<file path="config.mk">
export PLATFORM = sky130hd
export DESIGN_NAME = pmf_pin_logic
export DESIGN_NICKNAME = d
export VERILOG_FILES = /design/src/pkg/pmf_pkg.sv /design/src/hw/pmf_pin_logic.sv /design/src/hw/pmf_reset_filter.sv
export VERILOG_INCLUDE_DIRS = /design/src /design/src/pkg
export SDC_FILE = /design/constraint.sdc
export NUM_CORES = 1
export LEC_CHECK = 0
export BUFFER_PORTS_ARGS = -buffer_cell sky130_fd_sc_hd__buf_2
export CORE_AREA = 2 2 61 63
export CTS_CLUSTER_SIZE = 10
export DETAILED_ROUTE_END_ITERATION = 7
export DIE_AREA = 0 0 63 65
export PLACE_DENSITY_LB_ADDON = 0.08
export SLEW_MARGIN = 0
export SYNTH_ARGS = -nofsm -noshare
export SYNTH_HDL_FRONTEND = slang
export SYNTH_SLANG_ARGS = --single-unit
</file>
<file path="constraint.sdc">
create_clock -name core_clk -period 3.1 [get_ports core_clk]
set_input_delay 0.775 -clock core_clk [delete_from_list [all_inputs] [get_ports core_clk]]
set_output_delay 0.775 -clock core_clk [all_outputs]
set_load 0.02 [all_outputs]
</file>
<file path="src/pkg/pmf_regs.svh">
`ifndef PMF_REGS_SVH
`define PMF_REGS_SVH
`define PMF_CLK_PERIOD_NS 8
`define PMF_RESET_MIN_NS 1000
`define PMF_RESET_MIN_CYC ((`PMF_RESET_MIN_NS + `PMF_CLK_PERIOD_NS - 1) / `PMF_CLK_PERIOD_NS)
`define PMF_RESET_CNT_W 8
`define PMF_PIN_FUNC_RST 2'h0
`define PMF_IRQ_MODE_RST 1'b0
`endif

</file>
<file path="src/pkg/pmf_pkg.sv">
`default_nettype none
package pmf_pkg;
  typedef enum logic [2:0] {
    PMF_PIN_REFCLK = 3'h1,
    PMF_PIN_LED = 3'h2,
    PMF_PIN_GPIO = 3'h4
  } pmf_pin_role_t;
  typedef struct packed {
    logic en;
    logic [1:0] data;
  } pmf_tx_t;
  typedef struct packed {
    logic in;
    logic out;
    logic oe;
  } pmf_pad_t;
  typedef struct packed {
    logic gpioSel;
    logic gpioOut;
    logic gpioOe;
    logic irqModeWr;
    logic irqModeVal;
  } pmf_cfg_t;
endpackage
`default_nettype wire

</file>
<file path="src/hw/pmf_pin_logic.sv">
`default_nettype none
`include "pmf_regs.svh"
module pmf_pin_logic (
  // Clock and reset.
  input wire logic core_clk,
  input wire logic nrst,
  // Strap and configuration.
  input wire logic strapMaster,
  input wire pmf_pkg::pmf_cfg_t cfg,
  input wire logic irqPending,
  // RMII transmit inputs from the MAC.
  input wire pmf_pkg::pmf_tx_t txIn,
  // Transmit data passed to the core.
  output logic txValid,
  output logic [1:0] txData,
  // Core status.
  input wire logic refClkIn,
  input wire logic ledIn,
  // Shared clock/indicator pin.
  input wire logic refPinIn,
  output pmf_pkg::pmf_pad_t refPad,
  // Shared irq/sleep pin.
  input wire logic sleepPinIn,
  output logic sleepPinOut,
  output logic sleepPinOe,
  output logic powerDown,
  output logic gpioIn,
  output logic masterMode
);
  import pmf_pkg::*;
  logic hwReset;
  logic strapLoad;
  logic irqMode_q;
  logic master_q;
  pmf_pin_role_t role_q;

  pmf_reset_filter uRst (
    .core_clk(core_clk),
    .nrst(nrst),
    .hwResetQ(hwReset),
    .strapLoad(strapLoad)
  );

  // ==========================================================
  // Strap capture
  always_ff @(posedge core_clk or negedge nrst)
  begin
    if (!nrst)
    begin
      master_q <= 1'b0;
    end
    else if (strapLoad)
    begin
      master_q <= strapMaster;
    end
  end

  // ==========================================================
  // Pin role selection
  function automatic pmf_pin_role_t pickRole(input logic gpio, input logic mst);
    if (gpio)
      pickRole = PMF_PIN_GPIO;
    else if (mst)
      pickRole = PMF_PIN_REFCLK;
    else
      pickRole = PMF_PIN_LED;
  endfunction

  // The role follows the configuration one cycle later, and returns to the default
  // during a qualified reset so that a newly captured strap takes effect cleanly.
  always_ff @(posedge core_clk or negedge nrst)
  begin
    if (!nrst)
    begin
      role_q <= PMF_PIN_LED;
    end
    else if (hwReset)
    begin
      role_q <= PMF_PIN_LED;
    end
    else
    begin
      role_q <= pickRole(cfg.gpioSel, master_q);
    end
  end

  // ==========================================================
  // Irq/sleep pin mode
  // Only an explicit write strobe moves the pin into its interrupt role.
  always_ff @(posedge core_clk or negedge nrst)
  begin
    if (!nrst)
    begin
      irqMode_q <= `PMF_IRQ_MODE_RST;
    end
    else if (hwReset)
    begin
      irqMode_q <= `PMF_IRQ_MODE_RST;
    end
    else if (cfg.irqModeWr)
    begin
      irqMode_q <= cfg.irqModeVal;
    end
  end

  // ==========================================================
  // Transmit qualification
  always_ff @(posedge core_clk or negedge nrst)
  begin
    if (!nrst)
    begin
      txValid <= 1'b0;
    end
    else
    begin
      txValid <= txIn.en;
    end
  end

  // Data is forced to zero outside enable so that idle dibits never reach the core.
  always_ff @(posedge core_clk or negedge nrst)
  begin
    if (!nrst)
    begin
      txData <= 2'h0;
    end
    else
    begin
      txData <= txIn.en ? txIn.data : 2'h0;
    end
  end

  // ==========================================================
  // Strap status
  always_ff @(posedge core_clk or negedge nrst)
  begin
    if (!nrst)
    begin
      masterMode <= 1'b0;
    end
    else
    begin
      masterMode <= master_q;
    end
  end

  // ==========================================================
  // Shared clock/indicator pin
  always_ff @(posedge core_clk or negedge nrst)
  begin
    if (!nrst)
    begin
      gpioIn <= 1'b0;
    end
    else
    begin
      gpioIn <= refPinIn;
    end
  end

  // The clock and indicator roles always drive; only the GPIO role may release the pin.
  always_ff @(posedge core_clk or negedge nrst)
  begin
    if (!nrst)
    begin
      refPad <= '0;
    end
    else
    begin
      refPad.in <= 1'b0;
      case (role_q)
        PMF_PIN_REFCLK:
        begin
          refPad.out <= refClkIn;
          refPad.oe <= 1'b1;
        end
        PMF_PIN_GPIO:
        begin
          refPad.out <= cfg.gpioOut;
          refPad.oe <= cfg.gpioOe;
        end
        default:
        begin
          refPad.out <= ledIn;
          refPad.oe <= 1'b1;
        end
      endcase
    end
  end

  // ==========================================================
  // Irq/sleep pin
  // The pin is open drain: the data bit stays low and only the enable moves.
  always_ff @(posedge core_clk or negedge nrst)
  begin
    if (!nrst)
    begin
      sleepPinOut <= 1'b0;
      sleepPinOe <= 1'b0;
    end
    else
    begin
      sleepPinOut <= 1'b0;
      sleepPinOe <= irqMode_q && irqPending;
    end
  end

  // Power-down is honoured only while the pin is an input; in the interrupt role a low
  // level is our own pull-down and must not put the device to sleep.
  always_ff @(posedge core_clk or negedge nrst)
  begin
    if (!nrst)
    begin
      powerDown <= 1'b0;
    end
    else
    begin
      powerDown <= !irqMode_q && !sleepPinIn;
    end
  end
endmodule
`default_nettype wire

</file>
<file path="src/hw/pmf_reset_filter.sv">
`default_nettype none
`include "pmf_regs.svh"
module pmf_reset_filter (
  // Clock and raw reset.
  input wire logic core_clk,
  input wire logic nrst,
  // Qualified reset level and strap capture strobe.
  output logic hwResetQ,
  output logic strapLoad
);
  import pmf_pkg::*;
  logic [`PMF_RESET_CNT_W-1:0] lowCnt_q;
  logic rstMeta_q;
  logic rstSync_q;
  logic armed_q;
  logic atMin;

  assign atMin = (lowCnt_q == `PMF_RESET_CNT_W'(`PMF_RESET_MIN_CYC));

  // The reset input is synchronised so its low time can be counted.
  always_ff @(posedge core_clk)
  begin
    rstMeta_q <= nrst;
    rstSync_q <= rstMeta_q;
  end

  // A low period counts only once it reaches the minimum width.
  always_ff @(posedge core_clk)
  begin
    if (rstSync_q)
    begin
      lowCnt_q <= '0;
    end
    else if (lowCnt_q != `PMF_RESET_CNT_W'(`PMF_RESET_MIN_CYC))
    begin
      lowCnt_q <= lowCnt_q + `PMF_RESET_CNT_W'(1);
    end
  end

  // The arm flag outlives the counter clear at release, so a low time of exactly the
  // minimum still loads the straps, and the load strobe fires only once.
  always_ff @(posedge core_clk)
  begin
    armed_q <= atMin || (armed_q && !rstSync_q);
    hwResetQ <= atMin && !rstSync_q;
    strapLoad <= armed_q && rstSync_q && !atMin;
  end
endmodule
`default_nettype wire

</file>
==> results.py, run 1 <==
metrics = {
    "status": {
        "status": "finished, final reports clean",
    },
    "critical_path": {
        "path_cells": "buf_2",
        "crit_path_start_kind": "flip-flop",
        "crit_arrival_ns": 0.87,
        "cp_top_family": "flip-flops",
        "max_stage_delay_ns": 0.39,
        "crit_type": "reg -> out",
        "required_ns": 2.32,
        "critPathMaxFanout": 1,
        "crit_path_end_kind": "output pin",
        "cp_slowest_cell": "dfrtp_1",
        "cp_num_buf_inv": 1,
    },
    "synthesis": {
        "synthTopCellsByArea": "dfrtp_1, dfxtp_1, a21oi_1, dfstp_2, ha_1",
        "synth_edf_count": 0,
        "synthFlopType": "dfxtp_1",
        "syn-instance-count": 87,
        "yosys.area.top_type": "dfrtp_1",
        "avgSynthCellArea_um2": 11.5,
        "yosysSeqAreaShare": 0.610,
        "synth-async-reset-ratio": 0.519,
        "ys_types": 35,
        "netlist_area_um2": 1000,
        "synth_seq_cells": 27,
        "yosysWarningCount": 0,
        "synth_top_area_share": 0.324,
    },
    "min_path": {
        "hold_class": "in -> async",
    },
    "final_layout": {
        "layout-drive-gt1-share": 0.274,
        "final_net_count": 132,
        "fillers": 369,
        "area_growth_syn_to_layout_pct": 19.6,
        "final_cell_mix": "buf_2, dfrtp_1, dfxtp_1",
        "num_antenna_cells": 0,
        "mostFrequentLayoutCell": "buf_2",
    },
    "global_route": {
        "grt_usage": 0.0987,
        "grt_pass1_vias": 685,
        "grt_max_degree": 18,
        "antenna_found_initial": 0,
        "grt_pass1_wl_um": 3130,
        "gr-total-overflow": 0,
    },
    "sta": {
        "rsz0062_at_grt": "no",
        "period_needed_ns": 1.64,
        "timing_hold_violations_final": 0,
        "fin_ws_ns": 1.46,
        "slew_violations": 0,
        "skew_ns": 0.00288,
        "tns_ns": 0,
        "period_share": 0.530,
        "max_freq_ghz": 0.609,
        "setup_viol_count_final": 0,
    },
    "clock_network": {
        "cts_max_path_buffers": 2,
        "post_cts_buffers": 0,
        "numCtsBuffers": 3,
        "cts_tree": "done",
        "postCtsHoldBufs": 0,
        "clk_latency_ns": 0.32,
        "cts.reportedPaths.clkPinSlew_ns": 0.15,
        "htreeDepth": 1,
        "cts_root_buf": "clkbuf_4",
        "cts_resized": 0,
        "clkSinkCount": 27,
    },
    "route": {
        "ant_nets": 0,
        "avgRoutedWirePerCell_um": 10.6,
        "firstDrtPassIters": 4,
        "vias": 693,
        "avgViaCountPerCell": 4.30,
        "dr.first_iter.drc_count": 26,
        "wl_um": 1710,
        "route.detailed.drc": 0,
    },
    "floorplanning": {
        "dieArea_um2": 4100,
        "die_h_um": 65,
        "initial_utilization": 0.287,
        "num_rows": 22,
        "ios": 27,
        "core_area_um2": 3500,
        "fp.dieW_um": 63,
    },
    "placement": {
        "port_buffers": 24,
        "dp_slack_ns": 1.55,
        "routabilityCongestion": 0.676,
        "dpl.hpwl_um": 1230,
    },
    "flow_run": {
        "cap_violations": 0,
    },
    "pwr": {
        "leakage_nw": 0.518,
        "max-vdd-ir-drop_v": 0.000221,
        "pwr_density_cell_nw_per_um2": 500,
    },
}
==> flip-flops by register name, indices dropped and copies added, names as in the netlist <==
| name | cells |
|---|---|
| uRst.armed_q | 1 |
| role_q | 3 |
| uRst.strapLoad | 1 |
| sleepPinOe | 1 |
| irqMode_q | 1 |
| refPad | 2 |
| txValid | 1 |
| uRst.rstMeta_q | 1 |
| uRst.hwResetQ | 1 |
| uRst.lowCnt_q | 8 |
| txData | 2 |
| powerDown | 1 |
| uRst.rstSync_q | 1 |
| gpioIn | 1 |
| master_q | 1 |
| masterMode | 1 |
==> final timing paths <==
path                                  start                to  slack, ns  depth (start not counted)
setup / recovery                  refPad[0]         refPad[0]       1.46                          1
hold / removal                         nrst         irqMode_q       0.31                          1
setup reg to reg           uRst.lowCnt_q[0]  uRst.lowCnt_q[5]       1.51                          4
hold reg to reg              uRst.rstMeta_q    uRst.rstSync_q       0.34                          0
max in group asynchronous              nrst         role_q[1]       2.50                          1
min in group core_clk        uRst.rstMeta_q    uRst.rstSync_q       0.34                          0
==> cell usage after synthesis, drive strengths merged (2+ instances only) <==
cell type   n
a211oi      2
and3        3
nand3       2
a21oi       6
a31oi       3
nor3        5
and2        3
dfrtp      13
nor2        3
ha          2
buf         2
o21bai      2
nand4       2
nand3b      2
inv         4
o21ai       3
dfxtp      13
==> metal layers <==
metal	vias up	share of wire	routed length, um	global-route usage
li1	362	-	-	-
met1	312	0.50	854	0.129
met2	17	0.43	734	0.146
met3	2	0.054	92	0.0260
met4	0	0.013	23	0.0583
met5	-	0	0	0
==> kinds of logic (layout without fill, tap and decap cells) <==
kind of cell             count (synthesis)  after routing  share of synthesized area
adder cells (fa/ha/maj)                  2              2                     0.0249
buffers and inverters                    7             32                     0.0337
AO/OA/AOI/OAI                           20             20                      0.126
AND/OR/NAND/NOR                         27             27                      0.172
XOR/XNOR                                 1              1                    0.00873
flip-flops                              27             27                      0.610
multiplexers                             2              2                     0.0212
other                                    1              2                    0.00374
==> stage by stage <==
step                instances  total power (W)   util  cell area (um2)  hold WS, ns
floorplan                  88         0.000423      -             1010        0.310
global placement          157         0.000449  0.334             1170        0.312
detailed placement        157         0.000449  0.334             1170        0.315
CTS                       161         0.000612  0.343             1200        0.309
global route              161         0.000644  0.343             1200        0.290
finish                    161         0.000600  0.343             1200        0.314
==> report_power, final <==
part	switching [W]	total, W	internal [W]	leakage, nW
Combinational	0.0000301	0.0000558	0.0000257	0.225
Clock	0.000107	0.000160	0.0000525	0.0183
Sequential	0.0000157	0.000385	0.000369	0.274
==> layout make-up <==
cell class | count | area (um2) | area share
sequential | 27 | 612 | 0.510
multi-input combinational | 54 | 362 | 0.301
timing repair buffer | 24 | 120 | 0.100
tap | 48 | 60.1 | 0.0501
clock buffer | 3 | 22.5 | 0.0188
inverter | 4 | 15.0 | 0.0125
clock inverter | 1 | 8.76 | 0.00730
No activity file was read; power rests on OpenSTA's default activity.
==> run 2, diff against run 1 <==
==> constraint.sdc (replaced) <==
create_clock -name core_clk -period 1.69 [get_ports core_clk]
set_input_delay 0.4225 -clock core_clk [delete_from_list [all_inputs] [get_ports core_clk]]
set_output_delay 0.4225 -clock core_clk [all_outputs]
set_load 0.02 [all_outputs]
==> run 2 against run 1 <==
  * Clock power up 87%
  * Non-clock buffer count up 2
  * First-iteration DRC count down 77%
  * Register-to-register slack worse by 1.3 ns
  * Global-route usage up 0.43 points
==> results.py, run 2 (synthesis gave the netlist of run 1 again) <==
metrics = {
    "status": {
        "status": "finished, final reports clean",
    },
    "global_route": {
        "gr-total-overflow": 0,
        "grt_max_degree": 18,
        "grt_pass1_wl_um": 3300,
        "antenna_found_initial": 0,
        "grt_usage": 0.103,
        "grt_pass1_vias": 747,
    },
    "route": {
        "dr.first_iter.drc_count": 6,
        "vias": 726,
        "avgRoutedWirePerCell_um": 11.2,
        "wl_um": 1820,
        "ant_nets": 0,
        "firstDrtPassIters": 2,
        "route.detailed.drc": 0,
        "avgViaCountPerCell": 4.45,
    },
    "critical_path": {
        "max_stage_delay_ns": 0.50,
        "required_ns": 1.96,
        "cp_num_buf_inv": 1,
        "crit_path_start_kind": "flip-flop",
        "cp_top_family": "flip-flops",
        "crit_arrival_ns": 1.76,
        "cp_slowest_cell": "dfxtp_1",
        "critPathMaxFanout": 8,
        "path_cells": "inv_1 -> ha_1 -> or4_1 -> a21oi_1",
        "crit_type": "reg -> reg",
        "crit_path_end_kind": "flip-flop",
    },
    "placement": {
        "dpl.hpwl_um": 1300,
        "place_area_um2": 1180,
        "port_buffers": 24,
        "routabilityCongestion": 0.704,
        "dp_slack_ns": 0.180,
    },
    "final_layout": {
        "num_antenna_cells": 0,
        "final_net_count": 134,
        "layout-drive-gt1-share": 0.287,
        "final_cell_mix": "buf_2, dfrtp_1, dfxtp_1",
        "final_area_um2": 1220,
        "largest_reg_flops": 8,
        "mostFrequentLayoutCell": "buf_2",
        "regMostFlops": "uRst.lowCnt_q",
        "largest_registers": "uRst.lowCnt_q x8, role_q x3",
        "area_growth_syn_to_layout_pct": 21.4,
        "fillers": 370,
    },
    "sta": {
        "timing_hold_violations_final": 0,
        "setup_viol_count_final": 0,
        "tns_ns": 0,
        "slew_violations": 0,
        "fin_ws_ns": 0.201,
        "skew_ns": 0.0117,
        "rsz0062_at_grt": "no",
        "max_freq_ghz": 0.671,
        "period_needed_ns": 1.49,
        "period_share": 0.881,
    },
    "flow_run": {
        "cap_violations": 0,
    },
    "clock_network": {
        "cts_tree": "done",
        "numCtsBuffers": 3,
        "clk_latency_ns": 0.34,
        "cts_max_path_buffers": 2,
        "clkSinkCount": 27,
        "cts.reportedPaths.clkPinSlew_ns": 0.16,
        "cts_root_buf": "clkbuf_4",
        "htreeDepth": 1,
    },
    "pwr": {
        "comb_power_share": 0.096,
        "seq_power_share": 0.634,
        "clockPowerShare": 0.270,
        "p_int_w": 0.000825,
        "pwr_density_cell_nw_per_um2": 914,
        "power_w": 0.00111,
        "switching_share": 0.260,
        "leakage_nw": 0.527,
        "max-vdd-ir-drop_v": 0.000329,
        "p_switching_w": 0.000289,
    },
    "floorplanning": {
        "dieArea_um2": 4100,
        "ios": 27,
        "fp.dieW_um": 63,
        "num_rows": 22,
        "core_area_um2": 3500,
        "initial_utilization": 0.287,
        "die_h_um": 65,
    },
    "min_path": {
        "hold_class": "in -> reg",
    },
}
-- run 2: cell types whose count changed in the layout (fill, tap and decap cells not counted), sizes merged --
cell and change:
dlygate4sd3 +1, buf +1
-- run 2: stage by stage --
stage	hold slack (ns)	util	std cells
2_1_floorplan	0.127	-	88
3_3_place_gp	0.274	0.336	158
3_5_place_dp	0.276	0.336	158
4_1_cts	0.153	0.348	163
5_1_grt	0.140	0.349	163
6_report	0.178	0.349	163
-- run 2: timing repair --
action,in CTS,in global routing
hold buffers,1,0
resized for setup,0,1
hold endpoints to repair,6,0
buffers inserted,0,0
endpoints found under the setup margin,0,1
-- run 2: final timing paths --
path	startpoint	end	slack (ns)	cells past startpoint
max	uRst.lowCnt_q[1]	uRst.lowCnt_q[7]	0.20	4
min	refPinIn	gpioIn	0.18	1
max reg2reg	uRst.lowCnt_q[1]	uRst.lowCnt_q[7]	0.20	4
min reg2reg	uRst.rstMeta_q	uRst.rstSync_q	0.34	0
max in group asynchronous	nrst	role_q[1]	0.83	3
min in group asynchronous	nrst	refPad[0]	0.43	2
-- run 2: worst reg2reg max path: stages, from the launching register on --
cell	delay (ns)
dfxtp_1	0.50
inv_1	0.08
ha_1	0.22
or4_1	0.50
a21oi_1	0.14
-- run 2: layer usage --
| layer | track usage | vias to the layer above | routed length (um) |
|---|---|---|---|
| met1 | 0.126 | 340 | 849 |
| met5 | 0 | - | 0 |
| met3 | 0.0260 | 5 | 89 |
| met4 | 0.0722 | 0 | 50 |
| met2 | 0.158 | 18 | 830 |
| li1 | - | 363 | - |
-- run 2: power groups by stage --
stage / logic, W / registers, W / clock network [W]
after floorplan: 0.0000446 / 0.000732 / 0
after global placement: 0.000107 / 0.000718 / 0
after detailed placement: 0.000108 / 0.000719 / 0
after CTS: 0.000110 / 0.000706 / 0.000333
after global routing: 0.000121 / 0.000713 / 0.000359
final: 0.000107 / 0.000707 / 0.000300
-- run 2: area by class of cell --
cell class,count,area (um2),area share
Clock buffer,3,22.5,0.0185
Clock inverter,1,8.76,0.00719
Inverter,4,15.0,0.0123
Multi-Input combinational cell,54,362,0.297
Sequential cell,27,613,0.503
Tap cell,48,60.1,0.0493
Timing Repair Buffer,26,138,0.113
